### src/core/sce_cfg.svh
// Offsets, field positions, reset values and timing counts of the
// serial link error handler. Definitions only; included by bare name.
`ifndef SCE_CFG_SVH
`define SCE_CFG_SVH

// ==========================================================
// Register map
`define SCE_ERR_ADDR 16'h0219
`define SCE_ERR_W 7
`define SCE_FLAGS_RST 7'h00
`define SCE_RD_LEN_ONE 8'h01

// ==========================================================
// Flag positions in the error register
`define SCE_BIT_FRAME 0
`define SCE_BIT_HDR 1
`define SCE_BIT_RWPAR 2
`define SCE_BIT_LENPAR 3
`define SCE_BIT_CHK 4
`define SCE_BIT_TOUT 5
`define SCE_BIT_RWDATA 6

// ==========================================================
// Timing: gap and idle in field durations, field length in clock cycles
`define SCE_GAP_FIELDS 3
`define SCE_IDLE_FIELDS 4
`define SCE_FIELD_CYCLES_DEF 2000

`endif

### src/core/sce_pkg.sv
// Types shared by the serial link error handler.
// Assumes nothing of its surroundings.
package sce_pkg;
   // Link modes of the device
   typedef enum logic [1:0] {
      SCE_STANDBY,
      SCE_COMM,
      SCE_ERROR
   } sce_mode_t;
endpackage

### src/core/sce_tmr_if.sv
// Carrier between the error handler and one of its duration timers.
// Assumes both ends share one clock.
`timescale 1ns/1ps
interface sce_tmr_if;
   logic run;
   logic expired;
   modport ctl (output run, input expired);
   modport tmr (input run, output expired);
endinterface

### src/core/sce_err_handler.sv
// Error detection, reporting and recovery for the single-wire link.
// Assumes a field receiver on clk delivers one-cycle event pulses; the
// raw link pin arrives asynchronously and is synchronised here.
//
// Notes on behaviour
// - Stop bit low: flag 0, error, abort
// - Timeout sets flag 5, go standby
// - Timeout keeps portions already committed
// - Write checksum bad: flag 4, error
// - Drop failing portion, keep earlier good
// - Field errors enter error; R/W data exempt
// - Long high pin: error returns standby
// - Flags stay set until register read
// - One-byte read of register clears flags
// - Multi-byte read leaves flags set
// - Gap over three fields is timeout
// - Nonzero R/W bits 5:1 set flag 6
// - Header, parity faults set flags 1-3
`timescale 1ns/1ps
`include "sce_cfg.svh"
module sce_err_handler #(
   parameter int FIELD_CYCLES = `SCE_FIELD_CYCLES_DEF
) (
   input wire logic clk,
   input wire logic rst_n,
   input wire logic ce,
   input wire logic comm_pin,
   input wire logic field_evt,
   input wire logic hdr_ok,
   input wire logic hdr_bad,
   input wire logic stop_low,
   input wire logic rw_parity_bad,
   input wire logic len_parity_bad,
   input wire logic rw_field_vld,
   input wire logic [7:0] rw_field,
   input wire logic is_write,
   input wire logic chk_good,
   input wire logic chk_bad,
   input wire logic xfer_done,
   input wire logic rd_req,
   input wire logic [15:0] rd_addr,
   input wire logic [7:0] rd_len,
   output sce_pkg::sce_mode_t mode,
   output logic [`SCE_ERR_W-1:0] comm_error_flags,
   output logic terminate_pulse,
   output logic nullify_pulse,
   output logic commit_pulse,
   output logic [7:0] rd_data,
   output logic rd_valid
);
   import sce_pkg::*;

   // ==========================================================
   // Elaboration check
   if (FIELD_CYCLES < 1) begin : g_bad_field
      $error("sce_err_handler: FIELD_CYCLES must be at least 1");
   end

   // ==========================================================
   // Pin synchroniser
   logic pin_meta_reg;
   logic pin_sync_reg;
   logic pin_meta_next;
   logic pin_sync_next;

   // Pin idles high; first stage is read only by the second
   always_comb begin
      pin_meta_next = comm_pin;
      pin_sync_next = pin_meta_reg;
   end

   always_ff @(posedge clk) begin
      if (!rst_n) begin
         pin_meta_reg <= 1'b1;
         pin_sync_reg <= 1'b1;
      end else if (ce) begin
         pin_meta_reg <= pin_meta_next;
         pin_sync_reg <= pin_sync_next;
      end
   end

   // ==========================================================
   // Duration timers
   sce_mode_t mode_reg;
   sce_mode_t mode_next;
   sce_tmr_if gap_if ();
   sce_tmr_if idle_if ();

   // Gap timer restarts on every field boundary while communicating
   assign gap_if.run = (mode_reg == SCE_COMM) && !field_evt;
   // Idle timer only counts an unbroken high level in error mode
   assign idle_if.run = (mode_reg == SCE_ERROR) && pin_sync_reg;

   sce_field_timer #(
      .LIMIT(`SCE_GAP_FIELDS * FIELD_CYCLES)
   ) u_gap_tmr (
      .clk(clk),
      .rst_n(rst_n),
      .ce(ce),
      .t(gap_if.tmr)
   );

   sce_field_timer #(
      .LIMIT(`SCE_IDLE_FIELDS * FIELD_CYCLES)
   ) u_idle_tmr (
      .clk(clk),
      .rst_n(rst_n),
      .ce(ce),
      .t(idle_if.tmr)
   );

   // ==========================================================
   // Error detection
   logic in_comm;
   logic hdr_seen;
   logic fault;
   logic timeout;
   logic rw_data_err;
   logic [`SCE_ERR_W-1:0] flag_set;

   // Events outside communication are ignored except a header attempt in standby
   always_comb begin
      in_comm = mode_reg == SCE_COMM;
      hdr_seen = (mode_reg == SCE_STANDBY) || in_comm;
      timeout = in_comm && gap_if.expired;
      rw_data_err = in_comm && rw_field_vld && (|rw_field[5:1]);
      flag_set = '0;
      flag_set[`SCE_BIT_FRAME] = in_comm && stop_low;
      flag_set[`SCE_BIT_HDR] = hdr_seen && hdr_bad;
      flag_set[`SCE_BIT_RWPAR] = in_comm && rw_parity_bad;
      flag_set[`SCE_BIT_LENPAR] = in_comm && len_parity_bad;
      flag_set[`SCE_BIT_CHK] = in_comm && is_write && chk_bad;
      flag_set[`SCE_BIT_TOUT] = timeout;
      flag_set[`SCE_BIT_RWDATA] = rw_data_err;
      // Every fault but the timeout and R/W data ones forces error mode
      fault = |flag_set[`SCE_BIT_CHK:`SCE_BIT_FRAME];
   end

   // ==========================================================
   // Mode machine
   always_comb begin
      mode_next = mode_reg;
      case (mode_reg)
         SCE_STANDBY: begin
            if (fault) begin
               mode_next = SCE_ERROR;
            end else if (hdr_ok) begin
               mode_next = SCE_COMM;
            end
         end
         SCE_COMM: begin
            // Faults outrank a coincident timeout or end of transfer
            if (fault) begin
               mode_next = SCE_ERROR;
            end else if (timeout) begin
               mode_next = SCE_STANDBY;
            end else if (xfer_done) begin
               mode_next = SCE_STANDBY;
            end
         end
         SCE_ERROR: begin
            // Recovery ignores the flag contents on purpose
            if (idle_if.expired) begin
               mode_next = SCE_STANDBY;
            end
         end
         default: begin
            mode_next = SCE_STANDBY;
         end
      endcase
   end

   // ==========================================================
   // Data disposition
   logic rw_null_reg;
   logic rw_null_next;
   logic term_next;
   logic null_next;
   logic commit_next;

   // A bad R/W field poisons later write portions of the transfer
   always_comb begin
      rw_null_next = rw_null_reg;
      if (!in_comm || mode_next != SCE_COMM) begin
         rw_null_next = 1'b0;
      end else if (rw_data_err) begin
         rw_null_next = 1'b1;
      end
      term_next = in_comm && (fault || timeout);
      // Only the portion in flight is nullified; committed ones stay
      null_next = (in_comm && fault) || (rw_data_err && is_write);
      // Good portions commit at once, so a later timeout keeps them
      commit_next = in_comm && is_write && chk_good && !fault
         && !rw_null_reg && !rw_data_err;
   end

   always_ff @(posedge clk) begin
      if (!rst_n) begin
         mode_reg <= SCE_STANDBY;
         rw_null_reg <= 1'b0;
         terminate_pulse <= 1'b0;
         nullify_pulse <= 1'b0;
         commit_pulse <= 1'b0;
      end else if (ce) begin
         mode_reg <= mode_next;
         rw_null_reg <= rw_null_next;
         terminate_pulse <= term_next;
         nullify_pulse <= null_next;
         commit_pulse <= commit_next;
      end
   end

   assign mode = mode_reg;

   // ==========================================================
   // Error register and read port
   logic [`SCE_ERR_W-1:0] flags_reg;
   logic [`SCE_ERR_W-1:0] flags_next;
   logic [7:0] rd_data_next;
   logic rd_valid_next;
   logic rd_hit;
   logic rd_clear;

   // Set wins over a read clear in the same cycle
   always_comb begin
      rd_hit = rd_req && (mode_reg == SCE_COMM) && (rd_addr == `SCE_ERR_ADDR);
      rd_clear = rd_hit && (rd_len == `SCE_RD_LEN_ONE);
      flags_next = (rd_clear ? `SCE_FLAGS_RST : flags_reg) | flag_set;
      rd_valid_next = rd_req && (mode_reg == SCE_COMM);
      // Other addresses belong to other blocks and read as zero here
      rd_data_next = rd_hit ? {1'b0, flags_reg} : 8'h00;
   end

   always_ff @(posedge clk) begin
      if (!rst_n) begin
         flags_reg <= `SCE_FLAGS_RST;
         rd_data <= 8'h00;
         rd_valid <= 1'b0;
      end else if (ce) begin
         flags_reg <= flags_next;
         rd_data <= rd_data_next;
         rd_valid <= rd_valid_next;
      end
   end

   assign comm_error_flags = flags_reg;
endmodule // sce_err_handler

### src/core/sce_field_timer.sv
// Duration timer: counts while run is high, restarts when it drops,
// flags once the count has gone past LIMIT cycles.
// Assumes run comes from logic on the same clock.
`timescale 1ns/1ps
module sce_field_timer #(
   parameter int LIMIT = 6000
) (
   input wire logic clk,
   input wire logic rst_n,
   input wire logic ce,
   sce_tmr_if.tmr t
);
   localparam int CW = $clog2(LIMIT + 2);
   localparam logic [CW-1:0] LIM = CW'(LIMIT);

   // ==========================================================
   // Elaboration check
   if (LIMIT < 1) begin : g_bad_limit
      $error("sce_field_timer: LIMIT must be at least 1");
   end

   logic [CW-1:0] cnt_reg;
   logic [CW-1:0] cnt_next;

   // Saturating count; strictly longer than LIMIT counts as expiry
   always_comb begin
      cnt_next = cnt_reg;
      if (!t.run) begin
         cnt_next = '0;
      end else if (cnt_reg <= LIM) begin
         cnt_next = cnt_reg + CW'(1);
      end
   end

   always_ff @(posedge clk) begin
      if (!rst_n) begin
         cnt_reg <= '0;
      end else if (ce) begin
         cnt_reg <= cnt_next;
      end
   end

   assign t.expired = cnt_reg > LIM;
endmodule // sce_field_timer

### config.mk
export PLATFORM = sky130hd
export DESIGN_NAME = sce_err_handler
export DESIGN_NICKNAME = d
export VERILOG_FILES = /design/src/core/sce_pkg.sv /design/src/core/sce_tmr_if.sv /design/src/core/sce_err_handler.sv /design/src/core/sce_field_timer.sv
export VERILOG_INCLUDE_DIRS = /design/src /design/src/core
export SDC_FILE = /design/constraint.sdc
export NUM_CORES = 1
export LEC_CHECK = 0
export CAP_MARGIN = 10
export CORE_ASPECT_RATIO = 0.8
export CORE_MARGIN = 5
export CORE_UTILIZATION = 57
export DETAILED_ROUTE_END_ITERATION = 16
export DONT_BUFFER_PORTS = 1
export GPL_ROUTABILITY_DRIVEN = 0
export PLACE_DENSITY = 0.77
export SLEW_MARGIN = 15
export SYNTH_ARGS = -nofsm -noshare
export SYNTH_HDL_FRONTEND = slang
export SYNTH_HIERARCHICAL = 1
export SYNTH_SLANG_ARGS = --single-unit
### constraint.sdc
create_clock -name clk -period 1.6 [get_ports clk]
set_input_delay 0.08 -clock clk [delete_from_list [all_inputs] [get_ports clk]]
set_output_delay 0.08 -clock clk [all_outputs]
set_load 0.1 [all_outputs]
# Yosys cells after proc, flatten, opt, wreduce, memory -nomap -nowiden
# Cells that the tools add are included.
[totals]
regBits = 50
in_bits = 48
wordCells = 78
[classes]
n_addsub = 2
order_cmp = 4
eq_ne = 7
n_mux = 15
bitwise = 1
n_reduce_logical = 37
[ops]
columns = ["cell", "count"]
rows = [
  ["2-to-1 mux 13 bit", 4],
  ["adder 13 x 1 -> 13 bit, second input constant", 2],
  ["greater-than comparator 13 bit, second input constant", 2],
  ["<= comparator 13 bit, second input constant", 2],
  ["logical AND 1 bit", 21],
  ["== test 16 x 10 -> 1 bit, second input constant", 1],
  ["2-to-1 mux 7 bit", 2],
  ["2-to-1 mux 2 bit", 6],
  ["OR reduction 5 bit", 2],
  ["== test 8 x 1 -> 1 bit, second input constant", 1],
  ["bitwise OR 7 bit", 1],
  ["one-hot mux 2 bit (3 select lines)", 1],
  ["AND reduction 2 bit", 3],
  ["logical NOT 1 bit", 5],
  ["logical OR 1 bit", 4],
  ["inequality test 2 bit, second input constant", 2],
  ["== test 2 x 1 -> 1 bit, second input constant", 1],
  ["== test 2 bit, second input constant", 1],
  ["logical NOT 2 bit", 1],
  ["2-to-1 mux 1 bit", 2],
  ["inequality test 2 x 1 -> 1 bit, second input constant", 1],
  ["nonzero test 2 bit", 1],
]

# Longest topological paths before layout
[logic_depth]
depth_word = 10
depth_mapped = 8

# By module
# Netlist, hierarchy kept.
[by_module_without_submodules]
columns = ["mod", "instances", "cells_per_inst", "area_each_um2", "seq_area_each_um2"]
rows = [
  ["sce_err_handler", 1, 116, 1063.5, 460.4],
  ["sce_field_timer at u_gap_tmr", 1, 107, 882.1, 260.2],
  ["sce_field_timer at u_idle_tmr", 1, 103, 855.8, 260.2],
]

# Worst setup path before layout
# Ideal clock, no wire load.
[synth_path]
kind = "register to register"
from = "register mode_reg[0], in the netlist mode[0]"
to = "register u_gap_tmr.cnt_reg[7]"
setup_time_ns = 0.058
arrival_ns = 2.396
required_ns = 1.542
setup_slack_ns = -0.854
path_stages_with_launch = 7
n_path_buf = 0
synth_period_minus_slack_ns = 2.454
path_cell_list = "dfxtp_1 -> nand2b_1 -> nor2_1 -> nand2_1 -> or4_2 -> o22ai_1 -> o21a_1"
[synth_via]
elab_chain_len = 4
[synth_lines]
columns = ["item", "line_no", "source"]
rows = [
  ["from (decl)", "sce_err_handler.sv:84", "sce_mode_t mode_reg;"],
  ["from (signal assigned)", "sce_err_handler.sv:205", "mode_reg <= mode_next;"],
  ["== test 2 x 1 -> 1 bit *", "sce_err_handler.sv:90", "assign gap_if.run = (mode_reg == SCE_COMM) && !field_evt;"],
  ["logical AND 1 bit *", "sce_err_handler.sv:90", ""],
  ["via gap_if.run", "sce_tmr_if.sv:5", "logic run;"],
  ["inequality test 2 bit (no line)", "-", ""],
  ["AND reduction 2 bit (no line)", "-", ""],
  ["to (signal assigned)", "sce_field_timer.sv:39", "cnt_reg <= cnt_next;"],
  ["to (decl)", "sce_field_timer.sv:22", "logic [CW-1:0] cnt_reg;"],
]
# The timed path passes the listed nets; every way through them passes the cells marked *.
# A chain may end at the register's enable or synchronous reset.

# Worst setup path in the final report
[layout_path]
from = "register u_gap_tmr.cnt_reg[7]"
to = "register rw_null_reg"
[layout_via]
elab_chain_len = 9
[layout_lines]
columns = ["item", "line_no", "source"]
rows = [
  ["greater-than comparator 13 bit *", "sce_field_timer.sv:43", "assign t.expired = cnt_reg > LIM;"],
  ["via gap_if.expired", "sce_tmr_if.sv:6", "logic expired;"],
  ["logical AND 1 bit *", "sce_err_handler.sv:125", "timeout = in_comm && gap_if.expired;"],
  ["2-to-1 mux 2 bit *", "sce_err_handler.sv:155", "end else if (timeout) begin"],
  ["2-to-1 mux 2 bit *", "sce_err_handler.sv:153", "if (fault) begin"],
  ["one-hot mux 2 bit (3 select lines) *", "sce_err_handler.sv:143", "case (mode_reg)"],
  ["inequality test 2 x 1 -> 1 bit *", "sce_err_handler.sv:184", "if (!in_comm || mode_next != SCE_COMM) begin"],
  ["logical OR 1 bit *", "sce_err_handler.sv:184", ""],
  ["nonzero test 2 bit (no line)", "-", ""],
  ["AND reduction 2 bit (no line)", "-", ""],
  ["to (signal assigned)", "sce_err_handler.sv:206", "rw_null_reg <= rw_null_next;"],
  ["to (decl)", "sce_err_handler.sv:175", "logic rw_null_reg;"],
]
# Marked as above.

==> results.toml <==
[clocking]
clk-insertion-delay-late_ns = 0.31
ctsLongestPathBuffers = 2
deepest_level_of_the_cts_h_tree = 2
numCtsBuffers = 5
tritoncts_clock_tree = "built"
clock-sinks = 49
clock-root-buffer = "sky130_fd_sc_hd__clkbuf_8"
clk_pin_slew_worst_paths_ns = 0.09

[timing]
max_clock_freq_mhz = 542
post-route-period-util_pct = 115
timing.slew.headroom_pct = 60.5
setup_viol = 20
finalCriticalPeriod_ns = 1.84
rsz0062_at_grt = "true"
worst_path_setup_slack_after_routing_ns = -0.244
final_hold_viol_count = 0
whs_ns = 0.0110
worst_slew_pin_slew_ns = 0.586
timing_max_transition_violations_final = 0
timing.clock.skew_ns = 0.00469

[yosys]
yosys.area_share.xor_xnor_pct = 0
synth_enable_flop_cells = 0
post_synth_num_cell_types = 74
synth_seq_cells = 49
synth.mux.area_fraction_pct = 1.43
synthFlopType = "sky130_fd_sc_hd__dfxtp_1"
share_of_the_synthesized_area_in_compound_gates_ao_oa_aoi_oai_pct = 22.9
synth_warnings = 6
yosys.area_share.adder_pct = 1.79
synth_fp_nets = 378
per_instance_average_area_after_synthesis_um2 = 8.59
synth_area_um2 = 2800
synth-seq-area-share_pct = 35.0
synth_top_family_by_area = "simple AND/OR/NAND/NOR gates"
post_synth_and_or_nand_nor_area_fraction_pct = 32.8
synthCells = 326
ys_async_sr_fraction_pct = 0

[drt]
totalWireLength_mm = 9.90
vias_cell = 6.90
first_iter_violations = 432
antenna_violating_nets_post_route = 0
wire_per_inst_um = 21.6
drt_pre_antenna_iters = 5
dr_total_vias = 3165
drt_drc_violations_left = 0

[outcome]
run_status = "finished with violations"
failed_checks = "negative setup slack"

[place]
dp_hpwl_mm = 5.38
port_buffers = 0
dp_slack_ns = -0.0926

[grt]
grt_antenna_before_repair = 0
largest_net_degree_at_the_start_of_global_routing = 34
gr-total-overflow = 0
vias_in_the_first_global_route = 3100
grt_pass1_wl_mm = 14.5
grt_util_overall_pct = 29.0

[cells_and_area]
num_antenna_cells = 0
layout_overhead_on_the_synthesized_area_pct = 38.0
post_route_cells_drive_above_1_share_pct = 42.4
number_of_nets_at_the_end_of_the_flow = 450

[setup_path]
critical_path_peak_fanout = 7
worstPathArrival_ns = 2.05
critPathRequiredTime_ns = 1.81
worstSetupPathType = "reg2reg"
endpoint_kind = "register"
crit_path_start_kind = "register"

[floorplan]
top_level_ports = 69
dieWidth_um = 88.4
die_h_um = 72.7
die_area_um2 = 6430
num_rows = 22
initial_standard_cell_utilization_of_the_core_pct = 59.9
core_area_um2 = 4680

[pwr]
peak_supply_drop_v = 0.000583
power_leakage_uw = 0.00147
power_density_nw_per_um2 = 628

[run]
max_cap_violations = 0

[min_path]
hold_path_class = "in2reg"
==> per-layer routing <==
| metal | vias up | track usage, % | share of wire, % |
|---|---|---|---|
| li1 | 1375 | - | - |
| met1 | 1473 | 34.7 | 38 |
| met2 | 258 | 47.6 | 46 |
| met3 | 59 | 7.79 | 11 |
| met4 | 0 | 15.1 | 4.8 |
| met5 | - | 0 | 0 |
==> cells in the final DEF, fill, tap and decap left out, types with 3 or more instances in the layout <==
master                          count
sky130_fd_sc_hd__nor4_1             4
sky130_fd_sc_hd__and3_4             5
sky130_fd_sc_hd__mux2i_1            4
sky130_fd_sc_hd__nand4_1           11
sky130_fd_sc_hd__dlygate4sd3_1      9
sky130_fd_sc_hd__nand2b_1          10
sky130_fd_sc_hd__nor2b_1            4
sky130_fd_sc_hd__and3_1             8
sky130_fd_sc_hd__a31o_2             4
sky130_fd_sc_hd__inv_2              5
sky130_fd_sc_hd__nand3_4            3
sky130_fd_sc_hd__inv_1              9
sky130_fd_sc_hd__buf_4             68
sky130_fd_sc_hd__nand3b_1           3
sky130_fd_sc_hd__nand2_1           25
sky130_fd_sc_hd__nor3_2             5
sky130_fd_sc_hd__o31ai_1            3
sky130_fd_sc_hd__a21boi_1           3
sky130_fd_sc_hd__dfxtp_4            3
sky130_fd_sc_hd__nand3_1           17
sky130_fd_sc_hd__o211ai_1           5
sky130_fd_sc_hd__and2_1             5
sky130_fd_sc_hd__o21a_1             6
sky130_fd_sc_hd__or4_1              4
sky130_fd_sc_hd__nor2_1            15
sky130_fd_sc_hd__a21oi_1           14
sky130_fd_sc_hd__o22ai_1            4
sky130_fd_sc_hd__a31oi_1            6
sky130_fd_sc_hd__buf_6              4
sky130_fd_sc_hd__o21ai_0            3
sky130_fd_sc_hd__dfxtp_2           13
sky130_fd_sc_hd__dfxtp_1           33
sky130_fd_sc_hd__clkbuf_8           5
sky130_fd_sc_hd__a32o_2             3
==> timing repair <==
| action | in CTS | in global routing |
|---|---|---|
| hold buffers | 10 | 0 |
| buffers inserted | 6 | 5 |
| endpoints found under the setup margin | 18 | 32 |
| pin swaps | 17 | 19 |
| hold endpoints to repair | 38 | 0 |
| resized for setup | 31 | 42 |
==> per-stage QoR <==
step / TNS (ns) / util, % / cells / total power, uW / cell area, um2
CTS: -0.446 / 78.6 / 458 / 2410 / 3680
global route: -3.06 / 82.6 / 459 / 2510 / 3860
global placement: -0.0926 / 70.8 / 434 / 1470 / 3310
detailed placement: -0.415 / 70.8 / 434 / 1470 / 3310
finish: -1.94 / 82.6 / 459 / 2430 / 3860
floorplan: -0.389 / - / 326 / 1460 / 2880
==> where the power goes <==
part	internal [uW]	switching, uW
sequential	1230	11.7
clock	473	444
combinational	94.1	174
==> worst max-delay path: stages, from the launching register on <==
cell and delay [ns]:
sky130_fd_sc_hd__dfxtp_2 0.34, sky130_fd_sc_hd__nand4b_1 0.25, sky130_fd_sc_hd__a2111oi_4 0.42, sky130_fd_sc_hd__or2_1 0.20
sky130_fd_sc_hd__buf_4 0.20, sky130_fd_sc_hd__nor4_1 0.08, sky130_fd_sc_hd__o221a_2 0.26
==> cell type report <==
| class | count | area [um2] |
|---|---|---|
| inverters | 14 | 52.6 |
| clock buffers | 6 | 72.6 |
| multi-input cells | 246 | 1950 |
| well taps | 60 | 75.1 |
| clock inverters | 2 | 38.8 |
| flip-flops and latches | 49 | 1010 |
| repair buffers | 82 | 666 |
| fillers | 261 | 815 |
==> Yosys cell counts (all sizes together) (3+ instances only) <==
cell,number,area [um2]
a211oi,3,27.5
a21boi,4,30.0
a21oi,15,75.1
a31o,4,35.0
a31oi,7,43.8
a32o,4,43.8
a41oi,3,26.3
and2,7,45.1
and3,13,82.6
buf,8,72.6
clkbuf,8,33.8
dfxtp,49,981
ha,4,50.1
inv,14,52.6
mux2i,4,40.0
nand2,28,105
nand2b,11,68.8
nand3,22,123
nand3b,3,22.5
nand4,12,90.1
nor2,17,63.8
nor2b,4,25.0
nor3,8,45.0
nor4,8,65.1
nor4b,4,47.6
o211ai,5,37.5
o21a,6,45.0
o21ai,7,38.8
o22ai,4,25.0
o31ai,4,30.0
or4,6,46.3
==> cells by family after synthesis <==
logic type	after synthesis
adder cells (fa/ha/maj)	4
AO/OA/AOI/OAI	83
multiplexers	4
other	1
flip-flops	49
buffers and inverters	31
AND/OR/NAND/NOR	154
==> path summary, 6_finish.rpt <==
path                                      from                  endpoint  slack (ns)  cells past startpoint
max          u_gap_tmr/cnt_reg[7]$_SDFFE_PN0P_  rw_null_reg$_SDFFE_PN0P_       -0.24                      6
min                                         ce      mode[1]$_SDFFE_PN0P_        0.01                      3
max reg2reg  u_gap_tmr/cnt_reg[7]$_SDFFE_PN0P_  rw_null_reg$_SDFFE_PN0P_       -0.24                      6
min reg2reg            rd_data[5]$_SDFFE_PN0P_   rd_data[5]$_SDFFE_PN0P_        0.48                      2
(Power assumes the default switching activity.)
